File: src/rtl/opcmd_pkg.sv
// constants, types and decode helpers for the operation command decoder
package opcmd_pkg;
    // command code of the operation byte on the management bus
    localparam logic [7:0] CMD_OPERATION   = 8'h01;
    // default 7-bit bus address of the target
    localparam logic [6:0] BUS_ADDR_DEF    = 7'h24;
    // field positions inside the operation byte
    localparam int         BIT_ENABLE      = 7;
    localparam int         BIT_SOFT_OFF    = 6;
    localparam int         MARGIN_MSB      = 5;
    localparam int         MARGIN_LSB      = 2;
    // reset value of the stored bits 7:2
    localparam logic [5:0] OPER_RESET      = 6'h00;
    // read-only low bits always return zero
    localparam logic [1:0] LOW_BITS_VALUE  = 2'h0;
    // margin state encodings
    localparam logic [3:0] MARGIN_OFF_A    = 4'h0;
    localparam logic [3:0] MARGIN_OFF_B    = 4'h1;
    localparam logic [3:0] MARGIN_OFF_C    = 4'h2;
    localparam logic [3:0] MARGIN_LOW_IGN  = 4'h5;
    localparam logic [3:0] MARGIN_LOW_ACT  = 4'h6;
    localparam logic [3:0] MARGIN_HIGH_IGN = 4'h9;
    localparam logic [3:0] MARGIN_HIGH_ACT = 4'ha;
    // width of the turn-off hold counter
    localparam int         HOLD_W          = 16;
    // bit counter value at which a byte is complete
    localparam logic [3:0] BYTE_BITS       = 4'h8;

    // output voltage target selection
    typedef enum logic [1:0] {
        TGT_NOMINAL,
        TGT_LOW,
        TGT_HIGH
    } target_sel_t;

    // true for every listed margin code
    function automatic logic margin_valid(input logic [3:0] m);
        case (m)
            MARGIN_OFF_A, MARGIN_OFF_B, MARGIN_OFF_C,
            MARGIN_LOW_IGN, MARGIN_LOW_ACT,
            MARGIN_HIGH_IGN, MARGIN_HIGH_ACT: margin_valid = 1'b1;
            default:                          margin_valid = 1'b0;
        endcase
    endfunction

    // target chosen by a margin code
    function automatic target_sel_t margin_target(input logic [3:0] m);
        case (m)
            MARGIN_LOW_IGN, MARGIN_LOW_ACT:   margin_target = TGT_LOW;
            MARGIN_HIGH_IGN, MARGIN_HIGH_ACT: margin_target = TGT_HIGH;
            default:                          margin_target = TGT_NOMINAL;
        endcase
    endfunction

    // margin codes that ask for over/under-voltage faults to be ignored
    function automatic logic margin_ignores(input logic [3:0] m);
        margin_ignores = (m == MARGIN_LOW_IGN) || (m == MARGIN_HIGH_IGN);
    endfunction
endpackage

File: src/rtl/reg_bus_if.sv
// byte access path between the bus target and the register logic
interface reg_bus_if;
    logic       wr_stb;  // one-cycle pulse: a complete write byte arrived
    logic [7:0] wr_data; // data byte of that write
    logic [7:0] rd_data; // current readback of the operation byte

    // serial target side
    modport target (
        output wr_stb,
        output wr_data,
        input  rd_data
    );
    // register side
    modport regs (
        input  wr_stb,
        input  wr_data,
        output rd_data
    );
endinterface

File: src/rtl/operation_command_decoder.sv
// operation byte register, margin decode and conversion on/off sequencing
module operation_command_decoder
    import opcmd_pkg::*;
#(
    parameter logic [6:0] ADDR = BUS_ADDR_DEF
) (
    // clock, reset, enable
    input  wire logic                    clk_sys_i,
    input  wire logic                    nrst_i,
    input  wire logic                    ce_i,
    // management bus pins
    input  wire logic                    scl_i,
    input  wire logic                    sda_i,
    output logic                         sda_o,
    output logic                         sda_oe_n_o,
    output logic                         alert_o,
    output logic                         alert_oe_n_o,
    // status and enable configuration
    input  wire logic                    status_clear_i,
    input  wire logic                    cmd_respect_i,
    input  wire logic                    start_ok_i,
    // turn-off timing and regulator feedback
    input  wire logic [HOLD_W-1:0]       hold_cycles_i,
    input  wire logic                    out_at_zero_i,
    // regulation control
    output logic                         convert_o,
    output logic                         stage_hiz_o,
    output logic                         ramp_down_o,
    output opcmd_pkg::target_sel_t       target_sel_o,
    output logic                         fault_ignore_o,
    output logic                         invalid_data_o
);
    import opcmd_pkg::*;

    // conversion sequencing states
    typedef enum logic [1:0] {
        PW_OFF, PW_RUN, PW_HOLD, PW_RAMP
    } pwr_state_t;

    reg_bus_if   bus ();                   // target to register path
    logic [5:0]  op_q,   op_d;             // stored bits 7:2
    logic        inv_q,  inv_d;            // unsupported data status
    target_sel_t tgt_q,  tgt_d;            // selected voltage target
    logic        ign_q,  ign_d;            // fault-ignore qualifier
    pwr_state_t  pw_q,   pw_d;             // conversion state
    logic [HOLD_W-1:0] hcnt_q, hcnt_d;     // turn-off hold counter
    logic        wr_ok;                    // write carries a listed value
    logic        en_bit, soft_bit;         // views of the stored byte
    logic [3:0]  margin;                   // view of the margin field
    logic        run_req;                  // effective on request

    // serial target
    smbus_byte_target #(
        .ADDR (ADDR)
    ) u_target (
        .clk_sys_i  (clk_sys_i),
        .nrst_i     (nrst_i),
        .ce_i       (ce_i),
        .scl_i      (scl_i),
        .sda_i      (sda_i),
        .sda_o      (sda_o),
        .sda_oe_n_o (sda_oe_n_o),
        .bus        (bus.target)
    );

    // write check: listed margin and zero low bits
    assign wr_ok = margin_valid(bus.wr_data[MARGIN_MSB:MARGIN_LSB]) &&
                   (bus.wr_data[1:0] == LOW_BITS_VALUE);
    assign en_bit   = op_q[BIT_ENABLE - MARGIN_LSB];
    assign soft_bit = op_q[BIT_SOFT_OFF - MARGIN_LSB];
    assign margin   = op_q[MARGIN_MSB - MARGIN_LSB:0];
    // readback with low bits forced to zero
    assign bus.rd_data = {op_q, LOW_BITS_VALUE};

    // register byte, status flag and decoded outputs
    always_comb begin
        op_d  = op_q;
        inv_d = inv_q;
        if (status_clear_i) begin
            inv_d = 1'b0;
        end
        if (bus.wr_stb) begin
            if (wr_ok) begin
                // accepted: takes effect at once
                op_d = bus.wr_data[7:2];
            end else begin
                // rejected: byte kept, status set wins over clear
                inv_d = 1'b1;
            end
        end
        // target and qualifier from the value being stored
        tgt_d = margin_target(
            op_d[MARGIN_MSB - MARGIN_LSB:0]);
        ign_d = op_d[BIT_ENABLE - MARGIN_LSB] &&
                margin_ignores(
                    op_d[MARGIN_MSB - MARGIN_LSB:0]);
        if (!ce_i) begin
            op_d  = op_q;
            inv_d = inv_q;
            tgt_d = tgt_q;
            ign_d = ign_q;
        end
    end

    // enable bit counts only when the command is respected
    assign run_req = cmd_respect_i ? en_bit : 1'b1;

    // conversion sequencing
    always_comb begin
        pw_d   = pw_q;
        hcnt_d = hcnt_q;
        case (pw_q)
            PW_OFF: begin
                if (run_req && start_ok_i) begin
                    pw_d = PW_RUN;
                end
            end
            PW_RUN: begin
                if (!start_ok_i) begin
                    pw_d = PW_OFF;
                end else if (!run_req) begin
                    // falling enable picks the turn-off profile
                    pw_d   = soft_bit ? PW_HOLD : PW_OFF;
                    hcnt_d = '0;
                end
            end
            PW_HOLD: begin
                if (!start_ok_i) begin
                    pw_d = PW_OFF;
                end else if (run_req) begin
                    pw_d = PW_RUN;
                end else if (hcnt_q >= hold_cycles_i) begin
                    pw_d = PW_RAMP;
                end else begin
                    hcnt_d = hcnt_q + 1'b1;
                end
            end
            PW_RAMP: begin
                if (!start_ok_i || out_at_zero_i) begin
                    pw_d = PW_OFF;
                end else if (run_req) begin
                    pw_d = PW_RUN;
                end
            end
            default: begin
                pw_d = PW_OFF;
            end
        endcase
        if (!ce_i) begin
            pw_d   = pw_q;
            hcnt_d = hcnt_q;
        end
    end

    // registers of the decoder
    always_ff @(posedge clk_sys_i or negedge nrst_i) begin
        if (!nrst_i) begin
            op_q   <= OPER_RESET;
            inv_q  <= 1'b0;
            tgt_q  <= TGT_NOMINAL;
            ign_q  <= 1'b0;
            pw_q   <= PW_OFF;
            hcnt_q <= '0;
        end else begin
            op_q   <= op_d;
            inv_q  <= inv_d;
            tgt_q  <= tgt_d;
            ign_q  <= ign_d;
            pw_q   <= pw_d;
            hcnt_q <= hcnt_d;
        end
    end

    // outputs
    assign convert_o      = (pw_q != PW_OFF);
    assign stage_hiz_o    = (pw_q == PW_OFF);
    assign ramp_down_o    = (pw_q == PW_RAMP);
    assign target_sel_o   = tgt_q;
    assign fault_ignore_o = ign_q;
    assign invalid_data_o = inv_q;
    // alert pulled low while unsupported data is flagged
    assign alert_o        = 1'b0;
    assign alert_oe_n_o   = ~inv_q;
endmodule

File: src/rtl/smbus_byte_target.sv
// serial byte target: write byte and read byte at the operation command
module smbus_byte_target
    import opcmd_pkg::*;
#(
    parameter logic [6:0] ADDR = BUS_ADDR_DEF
) (
    // clock, reset, enable
    input  wire logic clk_sys_i,
    input  wire logic nrst_i,
    input  wire logic ce_i,
    // serial pins, data is open drain
    input  wire logic scl_i,
    input  wire logic sda_i,
    output logic      sda_o,
    output logic      sda_oe_n_o,
    // register side
    reg_bus_if.target bus
);
    // transfer phases
    typedef enum logic [2:0] {
        ST_IDLE, ST_ADDR, ST_CMD, ST_WDATA, ST_RACK, ST_RDATA, ST_SKIP
    } xfer_state_t;

    logic [2:0]  scl_q,   scl_d;   // scl synchroniser and edge stage
    logic [2:0]  sda_q,   sda_d;   // sda synchroniser and edge stage
    xfer_state_t st_q,    st_d;    // transfer phase
    logic [7:0]  shf_q,   shf_d;   // shift register
    logic [3:0]  cnt_q,   cnt_d;   // bits seen in current byte
    logic        slot_q,  slot_d;  // inside the ninth (ack) bit
    logic        drv_q,   drv_d;   // pull sda low
    logic        cmd_q,   cmd_d;   // command byte accepted
    logic        pend_q,  pend_d;  // write data waiting for stop
    logic [7:0]  wdat_q,  wdat_d;  // captured write data
    logic        stb_q,   stb_d;   // write strobe to registers
    logic        rise, fall, start, stop;
    logic [7:0]  byte_in;

    // edges from the second and third stages only
    assign rise    = scl_q[1] & ~scl_q[2];
    assign fall    = ~scl_q[1] & scl_q[2];
    assign start   = scl_q[1] & scl_q[2] & ~sda_q[1] & sda_q[2];
    assign stop    = scl_q[1] & scl_q[2] & sda_q[1] & ~sda_q[2];
    assign byte_in = {shf_q[6:0], sda_q[1]};

    // next-state logic of the byte engine
    always_comb begin
        scl_d  = {scl_q[1:0], scl_i};
        sda_d  = {sda_q[1:0], sda_i};
        st_d   = st_q;
        shf_d  = shf_q;
        cnt_d  = cnt_q;
        slot_d = slot_q;
        drv_d  = drv_q;
        cmd_d  = cmd_q;
        pend_d = pend_q;
        wdat_d = wdat_q;
        stb_d  = 1'b0;
        if (start) begin
            // start or repeated start: keep the accepted command
            st_d   = ST_ADDR;
            cnt_d  = '0;
            slot_d = 1'b0;
            drv_d  = 1'b0;
        end else if (stop) begin
            // write takes effect at stop, then bus is free
            stb_d  = pend_q;
            st_d   = ST_IDLE;
            cmd_d  = 1'b0;
            pend_d = 1'b0;
            drv_d  = 1'b0;
        end else if (rise && !slot_q && cnt_q != BYTE_BITS) begin
            cnt_d = cnt_q + 4'h1;
            if (st_q == ST_RDATA) begin
                // next read bit moves to the top
                shf_d = {shf_q[6:0], 1'b0};
            end else begin
                shf_d = byte_in;
            end
            if (cnt_q == BYTE_BITS - 4'h1) begin
                case (st_q)
                    ST_ADDR: begin
                        if (byte_in[7:1] != ADDR) begin
                            st_d = ST_SKIP;
                        end else if (!byte_in[0]) begin
                            st_d = ST_CMD;
                        end else begin
                            // read address: ack first, data after
                            st_d = cmd_q ? ST_RACK : ST_SKIP;
                        end
                    end
                    ST_CMD: begin
                        // only the operation command is answered
                        cmd_d = (byte_in == CMD_OPERATION);
                        st_d  = cmd_d ? ST_WDATA : ST_SKIP;
                    end
                    ST_WDATA: begin
                        wdat_d = byte_in;
                        pend_d = 1'b1;
                        st_d   = ST_SKIP;
                    end
                    default: begin
                        st_d = st_q;
                    end
                endcase
            end
        end else if (fall) begin
            if (slot_q) begin
                // end of ack bit: release, start next byte
                slot_d = 1'b0;
                cnt_d  = '0;
                drv_d  = 1'b0;
                if (st_q == ST_RACK) begin
                    // read address acked: present the byte
                    st_d  = ST_RDATA;
                    shf_d = bus.rd_data;
                    drv_d = ~bus.rd_data[7];
                end
            end else if (cnt_q == BYTE_BITS) begin
                // ack bit: acknowledge when a byte was kept
                slot_d = 1'b1;
                drv_d  = (st_q == ST_CMD) || (st_q == ST_WDATA) ||
                         (st_q == ST_RACK) ||
                         (st_q == ST_SKIP && pend_q && cnt_q == BYTE_BITS
                          && wdat_q == shf_q);
                if (st_q == ST_RDATA) begin
                    drv_d = 1'b0;
                    st_d  = ST_SKIP;
                end
            end else if (st_q == ST_RDATA) begin
                drv_d = ~shf_q[7];
            end
        end
        if (!ce_i) begin
            // frozen: every register holds
            scl_d  = scl_q;
            sda_d  = sda_q;
            st_d   = st_q;
            shf_d  = shf_q;
            cnt_d  = cnt_q;
            slot_d = slot_q;
            drv_d  = drv_q;
            cmd_d  = cmd_q;
            pend_d = pend_q;
            wdat_d = wdat_q;
            stb_d  = stb_q;
        end
    end

    // registers of the byte engine
    always_ff @(posedge clk_sys_i or negedge nrst_i) begin
        if (!nrst_i) begin
            scl_q  <= 3'h7;
            sda_q  <= 3'h7;
            st_q   <= ST_IDLE;
            shf_q  <= 8'h00;
            cnt_q  <= 4'h0;
            slot_q <= 1'b0;
            drv_q  <= 1'b0;
            cmd_q  <= 1'b0;
            pend_q <= 1'b0;
            wdat_q <= 8'h00;
            stb_q  <= 1'b0;
        end else begin
            scl_q  <= scl_d;
            sda_q  <= sda_d;
            st_q   <= st_d;
            shf_q  <= shf_d;
            cnt_q  <= cnt_d;
            slot_q <= slot_d;
            drv_q  <= drv_d;
            cmd_q  <= cmd_d;
            pend_q <= pend_d;
            wdat_q <= wdat_d;
            stb_q  <= stb_d;
        end
    end

    // open-drain data pin, enable low while pulling low
    assign sda_o       = 1'b0;
    assign sda_oe_n_o  = ~drv_q;
    assign bus.wr_stb  = stb_q;
    assign bus.wr_data = wdat_q;
endmodule

File: config.mk
export PLATFORM = sky130hd
export DESIGN_NAME = operation_command_decoder
export DESIGN_NICKNAME = d
export VERILOG_FILES = /design/src/rtl/opcmd_pkg.sv /design/src/rtl/reg_bus_if.sv /design/src/rtl/operation_command_decoder.sv /design/src/rtl/smbus_byte_target.sv
export SDC_FILE = /design/constraint.sdc
export NUM_CORES = 1
export LEC_CHECK = 0
export BUFFER_PORTS_ARGS = -buffer_cell sky130_fd_sc_hd__buf_4
export CAP_MARGIN = 20
export CORE_UTILIZATION = 55
export DETAILED_ROUTE_END_ITERATION = 8
export GPL_TIMING_DRIVEN = 0
export MAX_ROUTING_LAYER = met4
export PLACE_DENSITY = 0.75
export SLEW_MARGIN = 15
export SYNTH_ARGS = -nofsm -noshare
export SYNTH_HDL_FRONTEND = slang
export SYNTH_SLANG_ARGS = --single-unit
File: constraint.sdc
create_clock -name clk_sys_i -period 4.6 [get_ports clk_sys_i]
set_input_delay 0.23 -clock clk_sys_i [delete_from_list [all_inputs] [get_ports clk_sys_i]]
set_output_delay 0.23 -clock clk_sys_i [all_outputs]
set_load 0.05 [all_outputs]
==> results.sh <==
export IMPL_cell_internal_pwr_mw=1.18
export IMPL_dp_cells=540
export IMPL_dpl_worst_slack_ns=2.13
export IMPL_min_period_over_period=0.540
export IMPL_synthFlopType="dfrtp_1"
export IMPL_pwr_share_clk=0.321
export IMPL_setup_violations=0
export IMPL_critPathMaxStageDelay_ns=0.45
export IMPL_drc_errors=0
export IMPL_grt_busiest_layer="met2"
export IMPL_synth_seq_area_share=0.398
export IMPL_power_frac_comb=0.268
export IMPL_netlist_area_mm2=0.00392
export IMPL_rsz0062_at_grt="no"
export IMPL_use_met1=0.357
export IMPL_whs_path_depth=2
export IMPL_end_kind="register"
export IMPL_power_frac_seq=0.411
export IMPL_min_to="u_target.sda_q[0]$_DFFE_PN1P_"
export IMPL_grt_pass1_wl_um=14800
export IMPL_synth_seq_cells=62
export IMPL_yosys_warnings=0
export IMPL_rows=30
export IMPL_hp_class="input port to register"
export IMPL_area_growth_pct=15.5
export IMPL_antenna_found_initial=0
export IMPL_rrSetupSlack_ns=2.12
export IMPL_drive_above_1_share=0.182
export IMPL_hold_viol=0
export IMPL_grt_use_total=0.263
export IMPL_fin_ws_ns=2.12
export IMPL_p_per_area_mw_per_mm2=386
export IMPL_cp_start_kind="register"
export IMPL_wl_per_cell_um=15.6
export IMPL_post_cts_resized=0
export IMPL_syn_avg_cell_area_um2=9.53
export IMPL_worst_pin_slew_ns=0.776
export IMPL_drtIter0Drc=264
export IMPL_crit_required_ns=4.86
export IMPL_clk_latency_ns=0.34
export IMPL_mostFrequentLayoutCells="56 x dfrtp_1, 35 x buf_4, 34 x inv_1, 32 x nand2_1, 22 x nor2_1"
export IMPL_core_mm2=0.00683
export IMPL_grt_max_degree=63
export IMPL_fin_setup_tns_ns=0
export IMPL_clock_tree_root_cell="clkbuf_8"
export IMPL_synth_edff_count=0
export IMPL_place_congestion=0.850
export IMPL_totalWireLength_um=8710
export IMPL_grt_overflow=0
export IMPL_grtUsageMet3=0.0629
export IMPL_fin_nets=500
export IMPL_numCtsBuffers=9
export IMPL_ios=36
export IMPL_layoutNonFillerInstCount=557
export IMPL_finalClockSkew_ns=0.00943
export IMPL_first_global_vias=3119
export IMPL_cts_tree="built"
export IMPL_die_h_um=86.4
export IMPL_clock_path_buffers=2
export IMPL_fin_crit_ns=2.48
export IMPL_synth_cell_types=63
export IMPL_dieArea_mm2=0.00747
export IMPL_status="finished clean"
export IMPL_fmax_ghz=0.403
export IMPL_diodes=0
export IMPL_hold_start="sda_i"
export IMPL_ant_nets=0
export IMPL_async_flop_share=1.00
export IMPL_crit_fanout=10
export IMPL_layout_cells_most_common="dfrtp_1"
export IMPL_max_cap_violations=0
export IMPL_vias=3245
export IMPL_met2_usage=0.395
export IMPL_die_w_um=86.4
export IMPL_dp_hpwl_um=6300
export IMPL_worstPathArrival_ns=2.75
export IMPL_ir_drop_mv=0.257
export IMPL_leakagePower_nw=2.09
export IMPL_initial_core_util=0.574
export IMPL_clk_pin_slew_worst_paths_ns=0.07
export IMPL_relSlewSlack=0.483
export IMPL_syn_instance_count=411
export IMPL_clock_sinks=62
export IMPL_crit_chain="ha_1 -> nand4_1 -> nor3_1 -> nor4_4 -> a31oi_2 -> buf_6 -> or3_1 -> a21oi_1"
export IMPL_routed_via_density=5.83
export IMPL_portBuffers=32
export IMPL_slowest_stage="nor4_4"
export IMPL_firstDrtPassIters=4
export IMPL_p_sw_uw=574
export IMPL_slew_viol_final=0
export IMPL_reg2reg_depth=8
export IMPL_worstReg2RegStart="hcnt_q[12]$_DFFE_PN0P_"
export IMPL_htreeDepth=3
export IMPL_rr_endpoint="hcnt_q[13]$_DFFE_PN0P_"
export IMPL_critical_path_class="register to register"
export IMPL_p_sw_frac=0.328
-- worst max-delay path by stage --
stage,slack [ns],from,to
4_1_cts,2.12,hcnt_q[12]$_DFFE_PN0P_,hcnt_q[15]$_DFFE_PN0P_
3_5_place_dp,2.13,hcnt_q[0]$_DFFE_PN0P_,hcnt_q[15]$_DFFE_PN0P_
2_1_floorplan,2.34,hcnt_q[0]$_DFFE_PN0P_,hcnt_q[11]$_DFFE_PN0P_
5_1_grt,1.92,u_target.cnt_q[1]$_DFFE_PN0P_,u_target.shf_q[3]$_DFFE_PN0P_
6_report,2.12,hcnt_q[12]$_DFFE_PN0P_,hcnt_q[13]$_DFFE_PN0P_
3_3_place_gp,2.15,hcnt_q[0]$_DFFE_PN0P_,hcnt_q[14]$_DFFE_PN0P_
-- flip-flops by register name, indices dropped and copies added (netlist names) --
signal / flops
fault_ignore_o: 1
hcnt_q: 16
invalid_data_o: 1
op_q: 6
pw_q: 2
target_sel_o: 2
u_target.bus.wr_data: 8
u_target.bus.wr_stb: 1
u_target.cmd_q: 1
u_target.cnt_q: 4
u_target.drv_q: 1
u_target.pend_q: 1
u_target.scl_q: 3
u_target.sda_q: 3
u_target.shf_q: 8
u_target.slot_q: 1
u_target.st_q: 3
-- power groups by stage --
stage | combinational (mW) | clock (mW) | sequential (mW)
after floorplan | 0.354 | 0 | 0.701
after global placement | 0.449 | 0 | 0.723
final | 0.468 | 0.561 | 0.720
after global routing | 0.519 | 0.593 | 0.733
after detailed placement | 0.464 | 0 | 0.728
after CTS | 0.469 | 0.570 | 0.718
-- critical path, delay by kind of cell, from the launching register on --
kind                       cells  cell delay [ns]
DFF                            1             0.43
buffers and inverters          1             0.19
and+or+nand+nor                4             1.12
AOI/OAI and AO/OA              2             0.37
adders and majority gates      1             0.29
-- area by class of cell --
class	instances	area [um^2]
fillers	563	2300
repair buffers	33	250
inverters	34	128
plain buffers	18	91.3
clock inverters	3	65.1
flip-flops and latches	62	1560
multi-input cells	298	2140
clock buffers	13	169
well taps	96	120
-- Yosys cell counts, types with 2 or more instances --
master     number  area [um^2]
inv_1          34          128
mux2_1         12          135
nor3_1          7         35.0
nand3b_1        4         30.0
clkbuf_1       10         37.5
o2bb2ai_1       2         17.5
nand3_1        14         70.1
nor4_4          2         42.5
o21bai_1        3         22.5
dfrtp_1        56         1400
and4_1          2         17.5
o2111a_1        2         22.5
dfstp_2         6          158
o21ai_0        13         65.1
a22o_1          2         17.5
and3_1          5         31.3
xor2_1          4         35.0
nor4_1          2         12.5
nor2b_1         9         56.3
ha_1           19          238
mux2i_1        13          130
a311oi_1        2         17.5
o21ai_1        18         90.1
mux2_2         11          124
buf_4           3         22.5
nand4b_1        3         26.3
buf_2           4         20.0
nand2_1        32          120
a211oi_1        3         22.5
or3_1          10         62.6
or4_1           4         30.0
nand4_1        11         68.8
o31ai_1         9         67.6
a21oi_1        19         95.1
xnor2_1         9         78.8
nand2b_1        4         25.0
nor2_1         22         82.6
-- what timing repair did --
item                                    CTS  global route
hold buffers                              1             0
hold endpoints to repair                 24             0
endpoints found under the setup margin    0             0
buffers inserted                          0             0
-- logic make-up (layout without fill, tap and decap cells) --
group                      Yosys count  in the layout  share of synthesized area
and+or+nand+nor                    142            142                      0.210
xor gates and xnor gates            13             13                     0.0291
buffers and inverters               52            101                     0.0559
adders and majority gates           19             19                     0.0607
muxes                               36             36                     0.0993
other                                1              2                   0.000957
DFF                                 62             62                      0.398
AOI/OAI and AO/OA                   86             86                      0.147
-- metal layers --
layer | wire (um) | share of wire
met2 | 4040 | 0.46
met5 | 0 | 0
met3 | 339 | 0.039
met1 | 4210 | 0.48
met4 | 125 | 0.014
-- stage by stage --
step	area, um^2	util	hold slack [ns]	power, mW
2_1_floorplan	3920	-	-0.0656	1.05
3_3_place_gp	4280	0.627	0.356	1.17
3_5_place_dp	4280	0.627	0.361	1.19
4_1_cts	4530	0.663	0.107	1.76
5_1_grt	4530	0.663	0.109	1.84
6_report	4530	0.663	0.114	1.75
(Power assumes the default switching activity.)
